--- src/common/cpb_pkg.sv ---
/*
   Shared constants and types for the coprocessor host bus interface.
   Assumes a single 250 MHz design clock that stands for the doubled host clock.
*/
package cpb_pkg;

   localparam int  DATA_W        = 16;
   localparam int  OPCODE_W      = 11;
   localparam int  EXEC_CNT_W    = 8;
   localparam int  OPND_CNT_W    = 3;
   localparam int  ERR_GAP       = 6;
   localparam int  ERR_GAP_W     = 3;
   localparam int  CLK_PERIOD_NS = 4;
   localparam logic [DATA_W-1:0] DATA_RST = 16'h0000;
   localparam logic [10:0] OPC_ENV_LOAD  = 11'h10c;
   localparam logic [10:0] OPC_ST_REST   = 11'h52c;
   localparam logic [10:0] OPC_OP_MASK   = 11'h738;

   typedef enum logic {
      CPB_READ  = 1'b0,
      CPB_WRITE = 1'b1
   } cpb_dir_t;

   typedef enum logic {
      CPB_SEL_CTRL = 1'b0,
      CPB_SEL_DATA = 1'b1
   } cpb_kind_t;

   typedef struct packed {
      logic      strobe_n;
      logic      chip_enable;
      logic      select_low_n;
      logic      select_high;
      cpb_kind_t command_select_n;
      cpb_dir_t  write_not_read;
   } cpb_cycle_def_t;

   typedef struct packed {
      logic                valid;
      cpb_dir_t            dir;
      cpb_kind_t           kind;
      logic                slow;
   } cpb_req_t;

endpackage : cpb_pkg

--- src/rtl/cpb_bus_if.sv ---
/*
   Host bus interface and synchronisation logic of a floating point coprocessor.
   Assumes i_clock is the doubled host clock and i_srst is the shared power-on clear.
   The core side is represented by the i_core_* inputs; the core itself lives elsewhere.
*/
// Functional notes
// - Raise occupied on a recognised instruction, hold until execution ends.
// - Request operand whenever the data FIFO can take or give one while occupied.
// - Assert fault on a numeric exception during execution.
// - Clock source select picks core clock; bus stays on host clock.
// - Power management is disabled in asynchronous clock mode.
// - Cycle done only asserts during I/O cycles selecting the device.
// - Internal bus clock is i_clock halved, phased by reset.
// - Sample address, direction and command select in the strobe clock.
// - State machine idles after reset and after non-pipelined cycles.
// - Second clock enters ready-sense; stay while cycle end inactive.
// - Pipeline state starts every pipelined cycle, never non-pipelined ones.
// - Track every host cycle regardless of chip selects.
// - Ordinary writes get cycle done in first ready-sense clock.
// - Reads and env or state loads get cycle done in second ready-sense; the code slows only reads, as is_slow_write never matches.
// - Fastest write takes address clock plus one ready-sense clock.
// - Latch data bus on each falling internal edge in ready-sense of writes.
// - Cycle end in non-pipelined cycle goes idle, new strobe same clock.
// - Take part only when selected; float all outputs when chip disabled.
// - Drive read data from first ready-sense, float on move to idle.
// - Strobe plus cycle end in ready-sense goes pipeline, then back.
module cpb_bus_if
   import cpb_pkg::*;
(
   input  wire logic                i_clock,
   input  wire logic                i_srst,
   input  wire logic                i_addr_strobe_n,
   input  wire logic                i_cycle_end_in_n,
   input  wire logic                i_write_not_read,
   input  wire logic                i_command_select_n,
   input  wire logic                i_chip_enable,
   input  wire logic                i_select_low_n,
   input  wire logic                i_select_high,
   input  wire logic                i_clock_source_select,
   input  wire logic [DATA_W-1:0]   i_data_bus,
   output logic      [DATA_W-1:0]   o_data_bus,
   output logic                     o_data_bus_oe,
   output logic                     o_cycle_done_out_n,
   output logic                     o_cycle_done_out_oe,
   output logic                     o_engine_occupied_n,
   output logic                     o_operand_request,
   output logic                     o_fault_flag_n,
   output logic                     o_handshake_oe,
   output logic                     o_core_async_mode,
   output logic                     o_power_mgmt_enable,
   output logic                     o_bus_phase,
   input  wire logic                i_core_done,
   input  wire logic                i_core_fifo_ready,
   input  wire logic                i_core_exception,
   input  wire logic [DATA_W-1:0]   i_core_read_data,
   output logic      [DATA_W-1:0]   o_core_write_data,
   output logic                     o_core_write_valid,
   output cpb_req_t                 o_core_req
);

   typedef enum logic [1:0] {
      ST_IDLE,
      ST_READY_SENSE,
      ST_PIPELINE
   } cpb_state_t;

   // Sampling selects and decoding the cycle type at one place.
   function automatic logic is_selected(input cpb_cycle_def_t d);
      return d.chip_enable && !d.select_low_n && d.select_high;
   endfunction

   function automatic logic is_slow_write(input logic [DATA_W-1:0] opc);
      return ((opc[OPCODE_W-1:0] & OPC_OP_MASK) == OPC_ENV_LOAD) ||
             ((opc[OPCODE_W-1:0] & OPC_OP_MASK) == OPC_ST_REST);
   endfunction

   localparam int NSYNC = 11;

   logic [NSYNC-1:0] raw_in;
   logic [NSYNC-1:0] sync_in;
   logic [NSYNC-1:0] sync_rst;

   assign raw_in   = {i_addr_strobe_n, i_cycle_end_in_n, i_chip_enable, i_select_low_n,
                      i_select_high, i_command_select_n, i_write_not_read,
                      i_clock_source_select, i_core_done, i_core_fifo_ready, i_core_exception};
   assign sync_rst = 11'h7c0;

   cpb_sync2 #(.WIDTH(NSYNC)) u_sync (
      .i_clock   (i_clock),
      .i_srst    (i_srst),
      .i_async   (raw_in),
      .i_rst_val (sync_rst),
      .o_sync    (sync_in)
   );

   cpb_cycle_def_t cdef;
   logic           ready_in;
   logic           async_mode;
   logic           core_done;
   logic           fifo_ready;
   logic           core_exc;

   // The cycle end line sits between strobe and chip enable in the bundle, so skip it.
   assign cdef       = cpb_cycle_def_t'({sync_in[10], sync_in[8:4]});
   assign ready_in   = !sync_in[9];
   assign async_mode = sync_in[3];
   assign core_done  = sync_in[2];
   assign fifo_ready = sync_in[1];
   assign core_exc   = sync_in[0];

   // Data is captured in lockstep with the control lines so a write word lines up with its clock.
   logic [DATA_W-1:0] data_s1;
   logic [DATA_W-1:0] data_s2;
   always_ff @(posedge i_clock) begin
      data_s1 <= i_srst ? DATA_RST : i_data_bus;
      data_s2 <= i_srst ? DATA_RST : data_s1;
   end

   // Internal bus clock phase; reset aligns it with the host.
   logic phase;
   logic next_phase;
   logic rise;
   logic fall;

   always_comb begin
      next_phase = i_srst ? 1'b0 : !phase;
   end
   assign rise = !phase;
   assign fall = phase;

   cpb_state_t state;
   cpb_state_t next_state;
   cpb_req_t   cur;
   cpb_req_t   next_cur;
   logic [1:0] rs_count;
   logic [1:0] next_rs_count;
   logic       last_opc_slow;
   logic       next_last_opc_slow;
   logic       strobe;

   assign strobe = !cdef.strobe_n;

   always_comb begin
      next_state         = state;
      next_cur           = cur;
      next_rs_count      = rs_count;
      next_last_opc_slow = last_opc_slow;
      if (rise) begin
         unique case (state)
            ST_IDLE: begin
               if (strobe) begin
                  next_state   = ST_READY_SENSE;
                  next_cur.valid = is_selected(cdef);
                  next_cur.dir   = cdef.write_not_read;
                  next_cur.kind  = cdef.command_select_n;
                  // Reads are slow; data words only with last_opc_slow set, which is_slow_write never does; a new opcode is not.
                  next_cur.slow  = (cdef.write_not_read == CPB_READ) ||
                                   (last_opc_slow && cdef.command_select_n == CPB_SEL_DATA);
                  next_rs_count  = 2'h0;
               end
            end
            ST_READY_SENSE: begin
               next_rs_count = (rs_count == 2'h3) ? rs_count : rs_count + 2'h1;
               if (ready_in && strobe) begin
                  next_state     = ST_PIPELINE;
                  next_cur.valid = is_selected(cdef);
                  next_cur.dir   = cdef.write_not_read;
                  next_cur.kind  = cdef.command_select_n;
                  next_cur.slow  = (cdef.write_not_read == CPB_READ) ||
                                   (last_opc_slow && cdef.command_select_n == CPB_SEL_DATA);
               end else if (ready_in) begin
                  next_state     = ST_IDLE;
                  next_cur.valid = 1'b0;
               end
               if (ready_in && cur.valid && cur.dir == CPB_WRITE &&
                   cur.kind == CPB_SEL_CTRL) begin
                  next_last_opc_slow = is_slow_write(data_s2);
               end
            end
            ST_PIPELINE: begin
               next_state    = ST_READY_SENSE;
               next_rs_count = 2'h0;
            end
            default: next_state = ST_IDLE;
         endcase
      end
      if (i_srst) begin
         next_state         = ST_IDLE;
         next_cur           = '0;
         next_rs_count      = 2'h0;
         next_last_opc_slow = 1'b0;
      end
   end

   always_ff @(posedge i_clock) begin
      phase         <= next_phase;
      state         <= next_state;
      cur           <= next_cur;
      rs_count      <= next_rs_count;
      last_opc_slow <= next_last_opc_slow;
   end

   // Outputs: cycle done, data bus, write latch.
   logic              in_rs;
   logic              done_now;
   logic              next_done_n;
   logic              next_data_oe;
   logic [DATA_W-1:0] next_data_out;
   logic [DATA_W-1:0] next_wdata;
   logic              next_wvalid;

   assign in_rs    = (state == ST_READY_SENSE);
   assign done_now = in_rs && cur.valid &&
                     (cur.slow ? (rs_count == 2'h1) : (rs_count == 2'h0));

   always_comb begin
      next_done_n   = o_cycle_done_out_n;
      next_data_oe  = o_data_bus_oe;
      next_data_out = o_data_bus;
      next_wdata    = o_core_write_data;
      next_wvalid   = 1'b0;
      if (fall) begin
         next_done_n  = !done_now;
         next_data_oe = in_rs && cur.valid && cur.dir == CPB_READ;
         if (in_rs && cur.valid && cur.dir == CPB_READ) begin
            next_data_out = i_core_read_data;
         end
         if (in_rs && cur.valid && cur.dir == CPB_WRITE) begin
            next_wdata  = data_s2;
            next_wvalid = 1'b1;
         end
      end
      if (i_srst) begin
         next_done_n   = 1'b1;
         next_data_oe  = 1'b0;
         next_data_out = DATA_RST;
         next_wdata    = DATA_RST;
         next_wvalid   = 1'b0;
      end
   end

   always_ff @(posedge i_clock) begin
      o_cycle_done_out_n <= next_done_n;
      o_data_bus_oe      <= next_data_oe;
      o_data_bus         <= next_data_out;
      o_core_write_data  <= next_wdata;
      o_core_write_valid <= next_wvalid;
   end

   assign o_cycle_done_out_oe = cdef.chip_enable;
   assign o_handshake_oe      = cdef.chip_enable;
   assign o_core_req          = cur;
   assign o_bus_phase         = phase;

   // Handshakes: occupied, operand request, fault.
   logic                  occupied;
   logic                  next_occupied;
   logic                  fault;
   logic                  next_fault;
   logic                  opnd_req;
   logic                  next_opnd_req;
   logic                  opcode_write;

   assign opcode_write = next_wvalid && cur.kind == CPB_SEL_CTRL;

   always_comb begin
      next_occupied = occupied;
      next_fault    = fault;
      next_opnd_req = occupied && fifo_ready;
      if (opcode_write) begin
         next_occupied = 1'b1;
      end else if (core_done) begin
         next_occupied = 1'b0;
      end
      if (occupied && core_exc) begin
         next_fault = 1'b1;
      end else if (!occupied) begin
         next_fault = 1'b0;
      end
      if (i_srst) begin
         next_occupied = 1'b0;
         next_fault    = 1'b0;
         next_opnd_req = 1'b0;
      end
   end

   always_ff @(posedge i_clock) begin
      occupied <= next_occupied;
      fault    <= next_fault;
      opnd_req <= next_opnd_req;
   end

   assign o_engine_occupied_n = !occupied;
   assign o_operand_request   = opnd_req;
   assign o_fault_flag_n      = !fault;

   // The power manager cannot gate a core clock it does not own in asynchronous mode.
   assign o_core_async_mode   = async_mode;
   assign o_power_mgmt_enable = !async_mode;

endmodule // cpb_bus_if

--- src/rtl/cpb_sync2.sv ---
/*
   Two flip-flop synchroniser for a bundle of level inputs.
   Assumes the inputs may change at any time relative to i_clock.
*/
module cpb_sync2
   import cpb_pkg::*;
#(
   parameter int WIDTH = 1
) (
   input  wire logic             i_clock,
   input  wire logic             i_srst,
   input  wire logic [WIDTH-1:0] i_async,
   input  wire logic [WIDTH-1:0] i_rst_val,
   output logic      [WIDTH-1:0] o_sync
);

   logic [WIDTH-1:0] stage1;
   logic [WIDTH-1:0] next_stage1;
   logic [WIDTH-1:0] next_sync;

   always_comb begin
      next_stage1 = i_srst ? i_rst_val : i_async;
      next_sync   = i_srst ? i_rst_val : stage1;
   end

   // The reset value is a held level, loaded synchronously, so no port feeds an async path.
   always_ff @(posedge i_clock) begin
      stage1 <= next_stage1;
      o_sync <= next_sync;
   end

endmodule // cpb_sync2

--- config.mk ---
export PLATFORM = sky130hd
export DESIGN_NAME = cpb_bus_if
export DESIGN_NICKNAME = d
export VERILOG_FILES = /design/src/common/cpb_pkg.sv /design/src/rtl/cpb_bus_if.sv /design/src/rtl/cpb_sync2.sv
export SDC_FILE = /design/constraint.sdc
export NUM_CORES = 1
export LEC_CHECK = 0
export ABC_AREA = 1
export BUFFER_PORTS_ARGS = -buffer_cell sky130_fd_sc_hd__buf_2
export CAP_MARGIN = 0
export CORE_UTILIZATION = 30
export DETAILED_ROUTE_END_ITERATION = 16
export GPL_TIMING_DRIVEN = 0
export SETUP_SLACK_MARGIN = 0.4
export SKIP_CTS_REPAIR_TIMING = 1
export SLEW_MARGIN = 40
export SYNTH_ARGS = -nofsm -noshare
export SYNTH_HDL_FRONTEND = slang
export SYNTH_SLANG_ARGS = --single-unit
--- constraint.sdc ---
create_clock -name i_clock -period 1.7 [get_ports i_clock]
set_input_delay 0.255 -clock i_clock [delete_from_list [all_inputs] [get_ports i_clock]]
set_output_delay 0.255 -clock i_clock [all_outputs]
set_load 0.05 [all_outputs]
# Word level (Yosys, flattened, before mapping)
# Cells that the tools add are included.
[word_totals]
ff_bits = 101
elab_cells = 82
rom_bits = 0
output_inout_bits = 47
ram_bits = 0
memories = 0
latch_bits = 0
[op_classes]
n_div = 0
add_sub_neg = 1
order_cmp = 0
bitwise_logic = 4
eq_ne = 9
n_mul = 0
n_mux = 20
shift = 0
n_reduce_logical = 29
[op_table]
columns = ["cell", "count"]
rows = [
  ["$pmux W2 S3", 2],
  ["$reduce_and A4 Y1", 3],
  ["$logic_and A1 B1 Y1", 10],
  ["$mux W1", 10],
  ["$mux W2", 5],
  ["$logic_not A1 Y1", 8],
  ["$pmux W4 S2", 1],
  ["$eq A2 B1 Y1 const B", 2],
  ["$eq A2 B2 Y1 const B", 2],
  ["$logic_not A2 Y1", 2],
  ["$mux W4", 1],
  ["$ne A2 B1 Y1 const B", 2],
  ["$ne A2 B2 Y1 const B", 2],
  ["$not A1 Y1", 4],
  ["$reduce_and A2 Y1", 2],
  ["$reduce_bool A2 Y1", 2],
  ["$mux W3", 1],
  ["$ne A3 B3 Y1 const B", 1],
  ["$reduce_and A3 Y1", 1],
  ["$reduce_bool A3 Y1", 1],
  ["$add A2 B1 Y2 const B", 1],
]

# Depth between registers and ports, before layout
# Gate-level depths: netlist of run 1.
[depth]
word_depth = 8
ltp_mapped = 8

# Hierarchy
# Synthesis of run 1 repeated with hierarchy kept, for this count alone.
[hier_totals]
cells_unflattened = 418
area_unflattened_um2 = 3445.8
[modules_own_cells]
columns = ["module", "instances", "seq_area_each_um2", "cells_per_inst", "area_per_inst_um2"]
rows = [
  ["cpb_bus_if", 1, 1581.5, 337, 2765.2],
  ["cpb_sync2", 1, 440.4, 81, 680.7],
]

# Least setup slack after synthesis of run 1
# Ideal clock, no wire load.
[synth_timing]
path_type = "reg2reg"
start = "register phase (netlist: o_bus_phase)"
end = "register o_data_bus[10]"
required_time_ns = 1.584
stages_incl_launch_ff = 7
arrival_ns = 1.549
setup_ns = 0.116
synth_period_minus_slack_ns = 1.666
path_slack_ns = 0.034
cell_sequence = "dfxtp_1 > nand2_2 > nor3_4 > inv_4 > buf_6 > nor2_1 > nor2_1"
[synth_between]
elab_chain_cells = 1
[synth_rtl]
columns = ["item", "line", "text"]
rows = [
  ["from (decl)", "cpb_bus_if.sv:120", "logic phase;"],
  ["from (signal assigned)", "cpb_bus_if.sv:196", "phase <= next_phase;"],
  ["$reduce_and A2 Y1 (no source line)", "--", ""],
  ["to (signal assigned)", "cpb_bus_if.sv:245", "o_data_bus <= next_data_out;"],
  ["to (decl)", "cpb_bus_if.sv:41", "output logic [DATA_W-1:0] o_data_bus,"],
]
# No other way between the ends.
# A chain may end at the register's enable or synchronous reset.

# Worst setup path in the final report of run 1
[layout_timing]
start = "register state[1]"
end = "register o_data_bus[10]"
[layout_between]
elab_chain_cells = 4
[layout_rtl]
columns = ["item", "line", "text"]
rows = [
  ["from (decl)", "cpb_bus_if.sv:131", "cpb_state_t state;"],
  ["from (signal assigned)", "cpb_bus_if.sv:197", "state <= next_state;"],
  ["$eq A2 B1 Y1", "cpb_bus_if.sv:212", "assign in_rs = (state == ST_READY_SENSE);"],
  ["$logic_and A1 B1 Y1 (2 in a row)", "cpb_bus_if.sv:225", "if (in_rs && cur.valid && cur.dir == CPB_READ) begin"],
  ["$reduce_and A2 Y1 (no source line)", "--", ""],
]
# No other way between the ends.

==> results.sh, run 1 <==
export IMPL_drc=0
export IMPL_rr_startpoint="state[1]$_SDFFE_PP0P_"
export IMPL_ys_ff_latch=101
export IMPL_ir_worst_vdd_uv=450
export IMPL_powerDensity_mw_per_mm2=972
export IMPL_p_leak_uw=0.00207
export IMPL_grt_max_degree=20
export IMPL_dr_pass1_iters=4
export IMPL_die_h_um=108
export IMPL_synth_area_leaders="dfxtp_1, nor2_1, inv_1, nand2_1, a21oi_1"
export IMPL_synth_net_count=445
export IMPL_area_delta_synth_final_pct=30.4
export IMPL_num_antenna_cells=0
export IMPL_critPathCaptureType="register"
export IMPL_design_portCount=92
export IMPL_detail_route_antenna_nets=0
export IMPL_ys_types=25
export IMPL_antenna_found_initial=0
export IMPL_synthSimpleGateAreaFrac=0.211
export IMPL_r2r_end="o_data_bus[10]$_SDFFE_PP0P_"
export IMPL_post_drt_wl_per_cell_um=10.5
export IMPL_fin_nets=557
export IMPL_path_class="register to register"
export IMPL_cts_made_buffers=9
export IMPL_r2r_slack_ns=0.40
export IMPL_grtUsageTotal=0.125
export IMPL_syn_cell_area_mm2=0.00334
export IMPL_relSlewSlack=0.616
export IMPL_postRouteWirelength_um=6860
export IMPL_synth_xor_area_frac=0
export IMPL_critPathArrivalTime_ns=1.55
export IMPL_synth_top_family_by_area="simple AND/OR/NAND/NOR gates"
export IMPL_rows=38
export IMPL_drt_vias_per_instance=4.08
export IMPL_place_congestion=0.761
export IMPL_final_layout_size_suffix_gt1_frac=0.311
export IMPL_hpwl_um=4850
export IMPL_yosysTopAreaCellShare=0.605
export IMPL_setup_worst_path_start="state[1]$_SDFFE_PP0P_"
export IMPL_setup_viol=0
export IMPL_coreArea_mm2=0.0108
export IMPL_cts_root_buf="clkbuf_8"
export IMPL_initial_utilization=0.308
export IMPL_hp_class="primary input to register"
export IMPL_status="complete, no violations"
export IMPL_mostFrequentLayoutCells="dfxtp_1, nor2_1, buf_2"
export IMPL_cts_tree="done"
export IMPL_htreeDepth=3
export IMPL_critPathCapture="o_data_bus[10]$_SDFFE_PP0P_"
export IMPL_vias=2668
export IMPL_grt_pass1_wl_um=11100
export IMPL_ctsLongestPathBuffers=2
export IMPL_path_clk_slew_ns=0.11
export IMPL_drt_iter0_markers=133
export IMPL_grt_overflow=0
export IMPL_r2r_worst_path_cells=8
export IMPL_io_buffers=90
export IMPL_mostFrequentLayoutCell="dfxtp_1"
export IMPL_rsz0062_at_grt="yes"
export IMPL_worst_pin_slew_ns=0.577
export IMPL_finish_utilization=0.402
export IMPL_netlist_instances=397
export IMPL_synth_avg_cell_area_um2=8.41
export IMPL_max_freq_mhz=769
export IMPL_period_share=0.765
export IMPL_period_minus_slack_ns=1.30
export IMPL_maxSlewViolCount=0
export IMPL_cts_sinks=101
export IMPL_synthAdderAreaFrac=0.0112
export IMPL_grt_pass1_vias=2475
export IMPL_synth_area_mux_share=0
export IMPL_cp_start_kind="register"
export IMPL_synth_compound_gate_area_share=0.0742
export IMPL_ys_seq_area_frac=0.605
export IMPL_max_cap_violations=0
export IMPL_setup_tns_ns=0
export IMPL_required_ns=1.95
export IMPL_hold_viol_final=0
export IMPL_clock_skew_ns=0.0158
export IMPL_die_w_um=108
export IMPL_critPathMaxFanout=10
export IMPL_dieArea_mm2=0.0116
export IMPL_yosys_area_top_type="dfxtp_1"
export IMPL_clk_insertion_delay_late_ns=0.37
export IMPL_ys_warn_count=0
[power by group]
| group | leakage [µW] | switching [µW] | internal, µW |
|---|---|---|---|
| Combinational | 0.00114 | 189 | 118 |
| Sequential | 0.000830 | 40.2 | 2440 |
| Clock | 0.0000940 | 879 | 568 |
| Total | 0.00207 | 1110 | 3120 |
[per-layer routing]
layer	up-vias	track usage	wire, µm
met4	0	0.0685	109
li1	1412	-	-
met2	77	0.205	3170
met1	1168	0.147	3200
met5	-	0	0
met3	11	0.0345	374
[registers in the layout, summed over array words and instances, names as in the netlist, 2 cells and up]
register,flops
o_data_bus,16
data_s1,16
data_s2,16
o_core_write_data,16
rs_count,2
state,2
u_sync.o_sync,11
o_core_req,4
u_sync.stage1,11
[metrics by stage]
stage	hold slack, ns	cell area, µm²	total power, µW	worst slack [ns]	cells
6_report	0.0775	4360	4230	0.399	654
2_1_floorplan	0.359	3350	2710	0.384	397
5_1_grt	0.0563	4360	4470	0.299	654
3_3_place_gp	0.389	3980	2820	0.0478	627
4_1_cts	0.0535	4170	4290	0.192	643
3_5_place_dp	0.392	3980	2830	0.0355	627
[layout make-up]
cell class,instances,area [µm²]
Sequential cell,101,2040
Timing Repair Buffer,101,583
Fill cell,1120,6480
Multi-Input combinational cell,220,1030
Clock buffer,9,124
Tap cell,140,175
Clock inverter,7,67.6
Inverter,60,235
Buffer,16,98.8
[cell usage after synthesis (all sizes together)]
library cell / n
o22ai: 1
o32ai: 1
nand3: 5
inv: 60
nand2: 57
nor3: 1
buf: 6
ha: 3
clkbuf: 10
or2: 10
nor2: 98
o21ai: 21
dfxtp: 101
a21oi: 22
nand3b: 1
[logic make-up after synthesis]
group / count (synthesis)
fa+ha+maj: 3
flops: 101
buf+inv: 76
simple gates: 172
compound gates: 45
[worst min-delay path by stage]
stage | start | to | slack (ns) | cells past startpoint
after floorplan | i_addr_strobe_n | u_sync.stage1[10]$_SDFF_PP1_ | 0.36 | 1
after global placement | data_s1[14]$_SDFF_PP0_ | data_s2[14]$_SDFF_PP0_ | 0.39 | 2
after detailed placement | data_s1[10]$_SDFF_PP0_ | data_s2[10]$_SDFF_PP0_ | 0.39 | 2
after CTS | i_addr_strobe_n | u_sync.stage1[10]$_SDFF_PP1_ | 0.05 | 2
after global routing | i_data_bus[10] | data_s1[10]$_SDFF_PP0_ | 0.06 | 3
final | i_data_bus[11] | data_s1[11]$_SDFF_PP0_ | 0.08 | 3
[worst max-delay path, cell delays in order, from the launching register on]
cell and delay [ns]:
dfxtp_4 0.38, inv_4 0.07, nand2_4 0.06, nor3_4 0.20, buf_6 0.15, inv_4 0.04, buf_8 0.13, nor2_1 0.09
nor2_1 0.06
(Power assumes the default switching activity.)
==> run 2, diff against run 1 <==
--- a/config.mk
+++ b/config.mk
@@ -5,7 +5,7 @@
 export SDC_FILE = /design/constraint.sdc
 export NUM_CORES = 1
 export LEC_CHECK = 0
-export ABC_AREA = 1
+export ABC_AREA = 0
 export BUFFER_PORTS_ARGS = -buffer_cell sky130_fd_sc_hd__buf_2
 export CAP_MARGIN = 0
 export CORE_UTILIZATION = 30
==> constraint.sdc (replaced) <==
create_clock -name i_clock -period 1.15 [get_ports i_clock]
set_input_delay 0.1725 -clock i_clock [delete_from_list [all_inputs] [get_ports i_clock]]
set_output_delay 0.1725 -clock i_clock [all_outputs]
set_load 0.05 [all_outputs]
==> run 2 against run 1 <==
  * The flow now finishes with violations (negative setup slack)
  * Cell count shrank 7.3%
  * Sequential power grew 46%
  * Core utilization is 9.4 points higher
  * Clock skew down 0.0053 ns
  * Synthesized cell count down 17%
  * First-iteration DRC count fell by 41%
  * Flip-flop and latch count is the same
  * Hold slack got worse by 0.070 ns
  * Synthesized area is 2.2% higher
  * Largest power group unchanged
  * Highest routed layer unchanged
==> results.sh, run 2 <==
export IMPL_status="finished, violations left"
export IMPL_violations="negative setup slack"
export IMPL_vias=2599
export IMPL_hpwl_um=4940
export IMPL_io_buffers=90
export IMPL_synth_area_leaders="dfxtp_1, nor2b_1, a21oi_2, nand2_1, nand2_2"
export IMPL_dr_pass1_iters=4
export IMPL_async_flop_share=0
export IMPL_drt_iter0_markers=78
export IMPL_clk_insertion_delay_late_ns=0.35
export IMPL_rows=38
export IMPL_path_class="register to register"
export IMPL_initial_utilization=0.311
export IMPL_finish_utilization=0.495
export IMPL_ys_types=36
export IMPL_place_congestion=0.735
export IMPL_die_w_um=109
export IMPL_ctsLongestPathBuffers=2
export IMPL_slowest_delay_ns=0.43
export IMPL_synth_net_count=378
export IMPL_syn_cell_area_mm2=0.00341
export IMPL_setup_viol=41
export IMPL_ys_warn_count=0
export IMPL_grt_max_degree=19
export IMPL_antenna_found_initial=0
export IMPL_cts_sinks=101
export IMPL_cp_start_kind="register"
export IMPL_p_leak_uw=0.00233
export IMPL_setup_ws_ns=-0.259
export IMPL_post_drt_wl_per_cell_um=12.8
export IMPL_ys_ff_latch=101
export IMPL_htreeDepth=3
export IMPL_critPathCaptureType="register"
export IMPL_synthMostInstantiatedCell="dfxtp_1"
export IMPL_period_share=1.23
export IMPL_worst_pin_slew_ns=0.735
export IMPL_grtUsageTotal=0.128
export IMPL_synth_edf_count=0
export IMPL_whs_ns=0.00702
export IMPL_crit_chain="ha_1, o22a_1, or4_4, a21oi_2"
export IMPL_min_path_cells=2
export IMPL_cts_root_buf="clkbuf_16"
export IMPL_drc=0
export IMPL_critPathArrivalTime_ns=1.68
export IMPL_grt_use_met2=0.212
export IMPL_clock_skew_ns=0.0105
export IMPL_detail_route_antenna_nets=0
export IMPL_grt_overflow=0
export IMPL_critPathMaxFanout=5
export IMPL_hp_class="primary input to register"
export IMPL_grt_pass1_vias=2355
export IMPL_max_cap_violations=0
export IMPL_met3_usage=0.0538
export IMPL_ys_top_cells_by_count="dfxtp_1, nor2b_1, nand2_1"
export IMPL_final_layout_size_suffix_gt1_frac=0.590
export IMPL_num_antenna_cells=0
export IMPL_yosys_area_top_type="dfxtp_1"
export IMPL_coreArea_mm2=0.0110
export IMPL_required_ns=1.42
export IMPL_path_clk_slew_ns=0.07
export IMPL_mostFrequentLayoutCells="dfxtp_1, buf_8, nor2b_1"
export IMPL_netlist_instances=330
export IMPL_die_h_um=109
export IMPL_relSlewSlack=0.510
export IMPL_postRouteWirelength_um=7760
export IMPL_period_minus_slack_ns=1.41
export IMPL_met1_usage=0.146
export IMPL_grt_pass1_wl_um=11300
export IMPL_r2r_worst_path_cells=4
export IMPL_maxSlewViolCount=0
export IMPL_ys_flop_type="dfxtp_1"
export IMPL_grt_busiest_layer="met2"
export IMPL_area_delta_synth_final_pct=59.5
export IMPL_mostFrequentLayoutCell="dfxtp_1"
export IMPL_dieArea_mm2=0.0118
export IMPL_ir_worst_vdd_uv=1310
export IMPL_cts_tree="done"
export IMPL_max_freq_mhz=710
export IMPL_yosysTopAreaCellShare=0.593
export IMPL_drt_vias_per_instance=4.29
export IMPL_synth_avg_cell_area_um2=10.3
export IMPL_powerDensity_mw_per_mm2=1320
export IMPL_cts_made_buffers=9
export IMPL_fin_nets=509
export IMPL_hold_viol_final=0
export IMPL_slowest_stage="or4_4"
export IMPL_rsz0062_at_grt="yes"
export IMPL_ys_seq_area_frac=0.593
export IMPL_design_portCount=92
==> run 2: cell types whose count changed in the layout (fill, tap and decap cells not counted), sizes merged, moves of 9 or more <==
| cell | delta |
|---|---|
| nor2 | -87 |
| nand2 | +9 |
| o21ai | -17 |
| a21oi | +15 |
| buf | +33 |
| inv | -57 |
| nor2b | +47 |
==> run 2: worst paths after layout <==
kind | from | to | slack [ns]
max | rs_count[0]$_SDFFE_PP0P_ | rs_count[0]$_SDFFE_PP0P_ | -0.26
min | i_select_high | u_sync.stage1[6]$_SDFF_PP1_ | 0.007
max reg2reg | rs_count[0]$_SDFFE_PP0P_ | rs_count[0]$_SDFFE_PP0P_ | -0.26
min reg2reg | u_sync.o_sync[1]$_SDFF_PP0_ | o_operand_request$_SDFF_PP0_ | 0.40
==> run 2: final cells by class <==
type / count / area, µm²
Multi-Input combinational cell: 202 / 1420
Clock buffer: 10 / 239
Fill cell: 986 / 5540
Clock inverter: 6 / 73.8
Sequential cell: 101 / 2110
Timing Repair Buffer: 120 / 1190
Buffer: 21 / 205
Inverter: 6 / 33.8
Tap cell: 140 / 175
==> run 2: cells by family (layout without fill, tap and decap cells) <==
group,count (synthesis),in the layout,synth area share
simple gates,149,149,0.239
flops,101,101,0.593
compound gates,47,47,0.0986
buf+inv,27,163,0.0491
fa+ha+maj,3,3,0.0110
mux,3,3,0.00917
==> run 2: per-layer routing <==
metal  part of all wire  vias to the layer above
met3              0.054                       10
met4              0.012                        0
met1               0.43                     1207
met5                  0                        -
met2               0.50                       68
li1                   -                     1314
==> run 2: where the power goes <==
part	internal [µW]	switching [µW]	leakage [µW]	total, µW
combinational	203	211	0.00133	413
clock	1780	1370	0.000156	3150
sequential	3580	40.1	0.000852	3620
total	5560	1620	0.00233	7180
==> run 2: critical path, delay by kind of cell (launching register included) <==
family,cells,cell delay [ns]
AO/OA/AOI/OAI,2,0.36
flip-flops,1,0.36
adder cells (fa/ha/maj),1,0.19
AND/OR/NAND/NOR,1,0.43
==> run 2: through the flow <==
step                TNS (ns)  area [µm²]  setup WS (ns)  power [µW]  instances
global route          -11.47        5440         -0.330        7460        606
detailed placement    -10.38        4240         -0.378        4060        560
floorplan              -3.48        3610         -0.184        3910        330
finish                 -8.42        5440         -0.259        7180        606
global placement       -9.51        4240         -0.368        4050        560
CTS                   -11.19        4550         -0.421        7220        576
==> run 3, diff against run 2 <==
--- a/config.mk
+++ b/config.mk
@@ -11,6 +11,7 @@
 export CORE_UTILIZATION = 30
 export DETAILED_ROUTE_END_ITERATION = 16
 export GPL_TIMING_DRIVEN = 0
+export REMOVE_ABC_BUFFERS = 1
 export SETUP_SLACK_MARGIN = 0.4
 export SKIP_CTS_REPAIR_TIMING = 1
 export SLEW_MARGIN = 40
==> run 3 against run 2 <==
  * The run still ends with negative setup slack left
  * Sequential power barely moved
  * Routed wire length rose by 0.97%
  * Critical path depth rose by 2
  * Clock skew fell by 0.0042 ns
==> results.sh, run 3 (synthesized netlist as in run 2, its figures left out) <==
export IMPL_status="finished, violations left"
export IMPL_violations="negative setup slack"
export IMPL_cts_made_buffers=9
export IMPL_mostFrequentLayoutCell="dfxtp_1"
export IMPL_area_delta_synth_final_pct=50.8
export IMPL_postRouteWirelength_um=7840
export IMPL_r2r_slack_ns=-0.25
export IMPL_period_share=1.21
export IMPL_cts_root_buf="clkbuf_16"
export IMPL_crit_chain="nor2b_4, buf_12, buf_6, nand3b_1, or3_1, o31ai_1"
export IMPL_path_class="register to register"
export IMPL_critPathMaxFanout=6
export IMPL_cts_tree="done"
export IMPL_place_congestion=0.777
export IMPL_slowest_delay_ns=0.39
export IMPL_dieArea_mm2=0.0118
export IMPL_post_drt_wl_per_cell_um=13.5
export IMPL_drt_iter0_markers=104
export IMPL_timing_critical_path_buf_inv=2
export IMPL_cts_sinks=101
export IMPL_grt_pass1_wl_um=10400
export IMPL_fillers=1013
export IMPL_grt_max_degree=53
export IMPL_initial_utilization=0.311
export IMPL_mostFrequentLayoutCells="dfxtp_1, buf_8, nor2b_1"
export IMPL_design_portCount=92
export IMPL_setup_ws_ns=-0.245
export IMPL_dp_cells=541
export IMPL_finish_utilization=0.468
export IMPL_grt_overflow=0
export IMPL_rows=38
export IMPL_final_layout_size_suffix_gt1_frac=0.579
export IMPL_rsz0062_at_grt="yes"
export IMPL_die_h_um=109
export IMPL_final_instance_count_excl_fill=579
export IMPL_ir_worst_vdd_uv=564
export IMPL_num_antenna_cells=0
export IMPL_coreArea_mm2=0.0110
export IMPL_cp_top_family="simple AND/OR/NAND/NOR gates"
export IMPL_worst_pin_slew_ns=0.262
export IMPL_htreeDepth=3
export IMPL_powerDensity_mw_per_mm2=1360
export IMPL_path_clk_slew_ns=0.07
export IMPL_whs_ns=0.0175
export IMPL_fin_nets=485
export IMPL_clk_insertion_delay_late_ns=0.33
export IMPL_required_ns=1.40
export IMPL_detail_route_antenna_nets=0
export IMPL_max_cap_violations=0
export IMPL_die_w_um=109
export IMPL_drc=0
export IMPL_hpwl_um=4270
export IMPL_grt_pass1_vias=2230
export IMPL_setup_viol=41
export IMPL_critPathArrivalTime_ns=1.64
export IMPL_hold_viol_final=0
export IMPL_ctsLongestPathBuffers=2
export IMPL_drt_vias_per_instance=4.41
export IMPL_p_leak_uw=0.00204
export IMPL_period_minus_slack_ns=1.40
export IMPL_dr_pass1_iters=4
export IMPL_critPathCaptureType="register"
export IMPL_max_freq_mhz=717
export IMPL_cp_start_kind="register"
export IMPL_maxSlewViolCount=0
export IMPL_grtUsageTotal=0.116
export IMPL_slowest_stage="dfxtp_4"
export IMPL_antenna_found_initial=0
export IMPL_vias=2551
export IMPL_clock_skew_ns=0.00630
export IMPL_hp_class="primary input to register"
export IMPL_io_buffers=91
export IMPL_relSlewSlack=0.825
run 3: cell count changes in the layout (fill, tap and decap cells not counted), sizes merged:
cell / before / now
nand4b: 1 / 2
and4: 1 / 2
clkbuf: 20 / 14
and4b: 1 / 2
clkinvlp: 3 / 0
buf: 131 / 111
inv: 7 / 6
run 3: final cells by class:
cell class / count / area, µm² / share of cell area
tap: 140 / 175 / 0.0341
sequential: 101 / 2100 / 0.409
clock inverter: 2 / 35.0 / 0.00681
timing repair buffer: 114 / 1190 / 0.231
inverter: 6 / 22.5 / 0.00438
multi-input combinational: 205 / 1370 / 0.266
clock buffer: 11 / 253 / 0.0491
run 3: through the flow:
stage	instance area [µm²]	setup WS [ns]	setup TNS, ns	total power, µW
after global placement	3900	-1.06	-82.90	4000
after floorplan	3270	-0.676	-24.67	3840
after detailed placement	3930	-0.903	-31.75	4010
final	5140	-0.245	-7.24	7000
after CTS	4210	-0.951	-34.21	7020
after global routing	5140	-0.299	-9.70	7270
run 3: worst paths after layout:
kind / from / to / cells after the start
worst max-delay path: state[0]$_SDFFE_PP0P_ / rs_count[1]$_SDFFE_PP0P_ / 6
worst min-delay path: i_chip_enable / u_sync.stage1[8]$_SDFF_PP1_ / 2
worst max register to register: state[0]$_SDFFE_PP0P_ / rs_count[1]$_SDFFE_PP0P_ / 6
worst min register to register: u_sync.o_sync[1]$_SDFF_PP0_ / o_operand_request$_SDFF_PP0_ / 2
run 3: per-layer routing:
metal / share of wire / track usage / vias to the layer above
met1: 0.41 / 0.137 / 1186
li1: - / - / 1271
met3: 0.045 / 0.0341 / 18
met5: 0 / 0 / -
met4: 0.029 / 0.0560 / 0
met2: 0.51 / 0.191 / 76
run 3: report_power, final:
group / switching [µW] / leakage (µW) / internal [µW]
Clock: 1200 / 0.000143 / 1770
Combinational: 197 / 0.00105 / 209
Sequential: 42.2 / 0.000850 / 3580
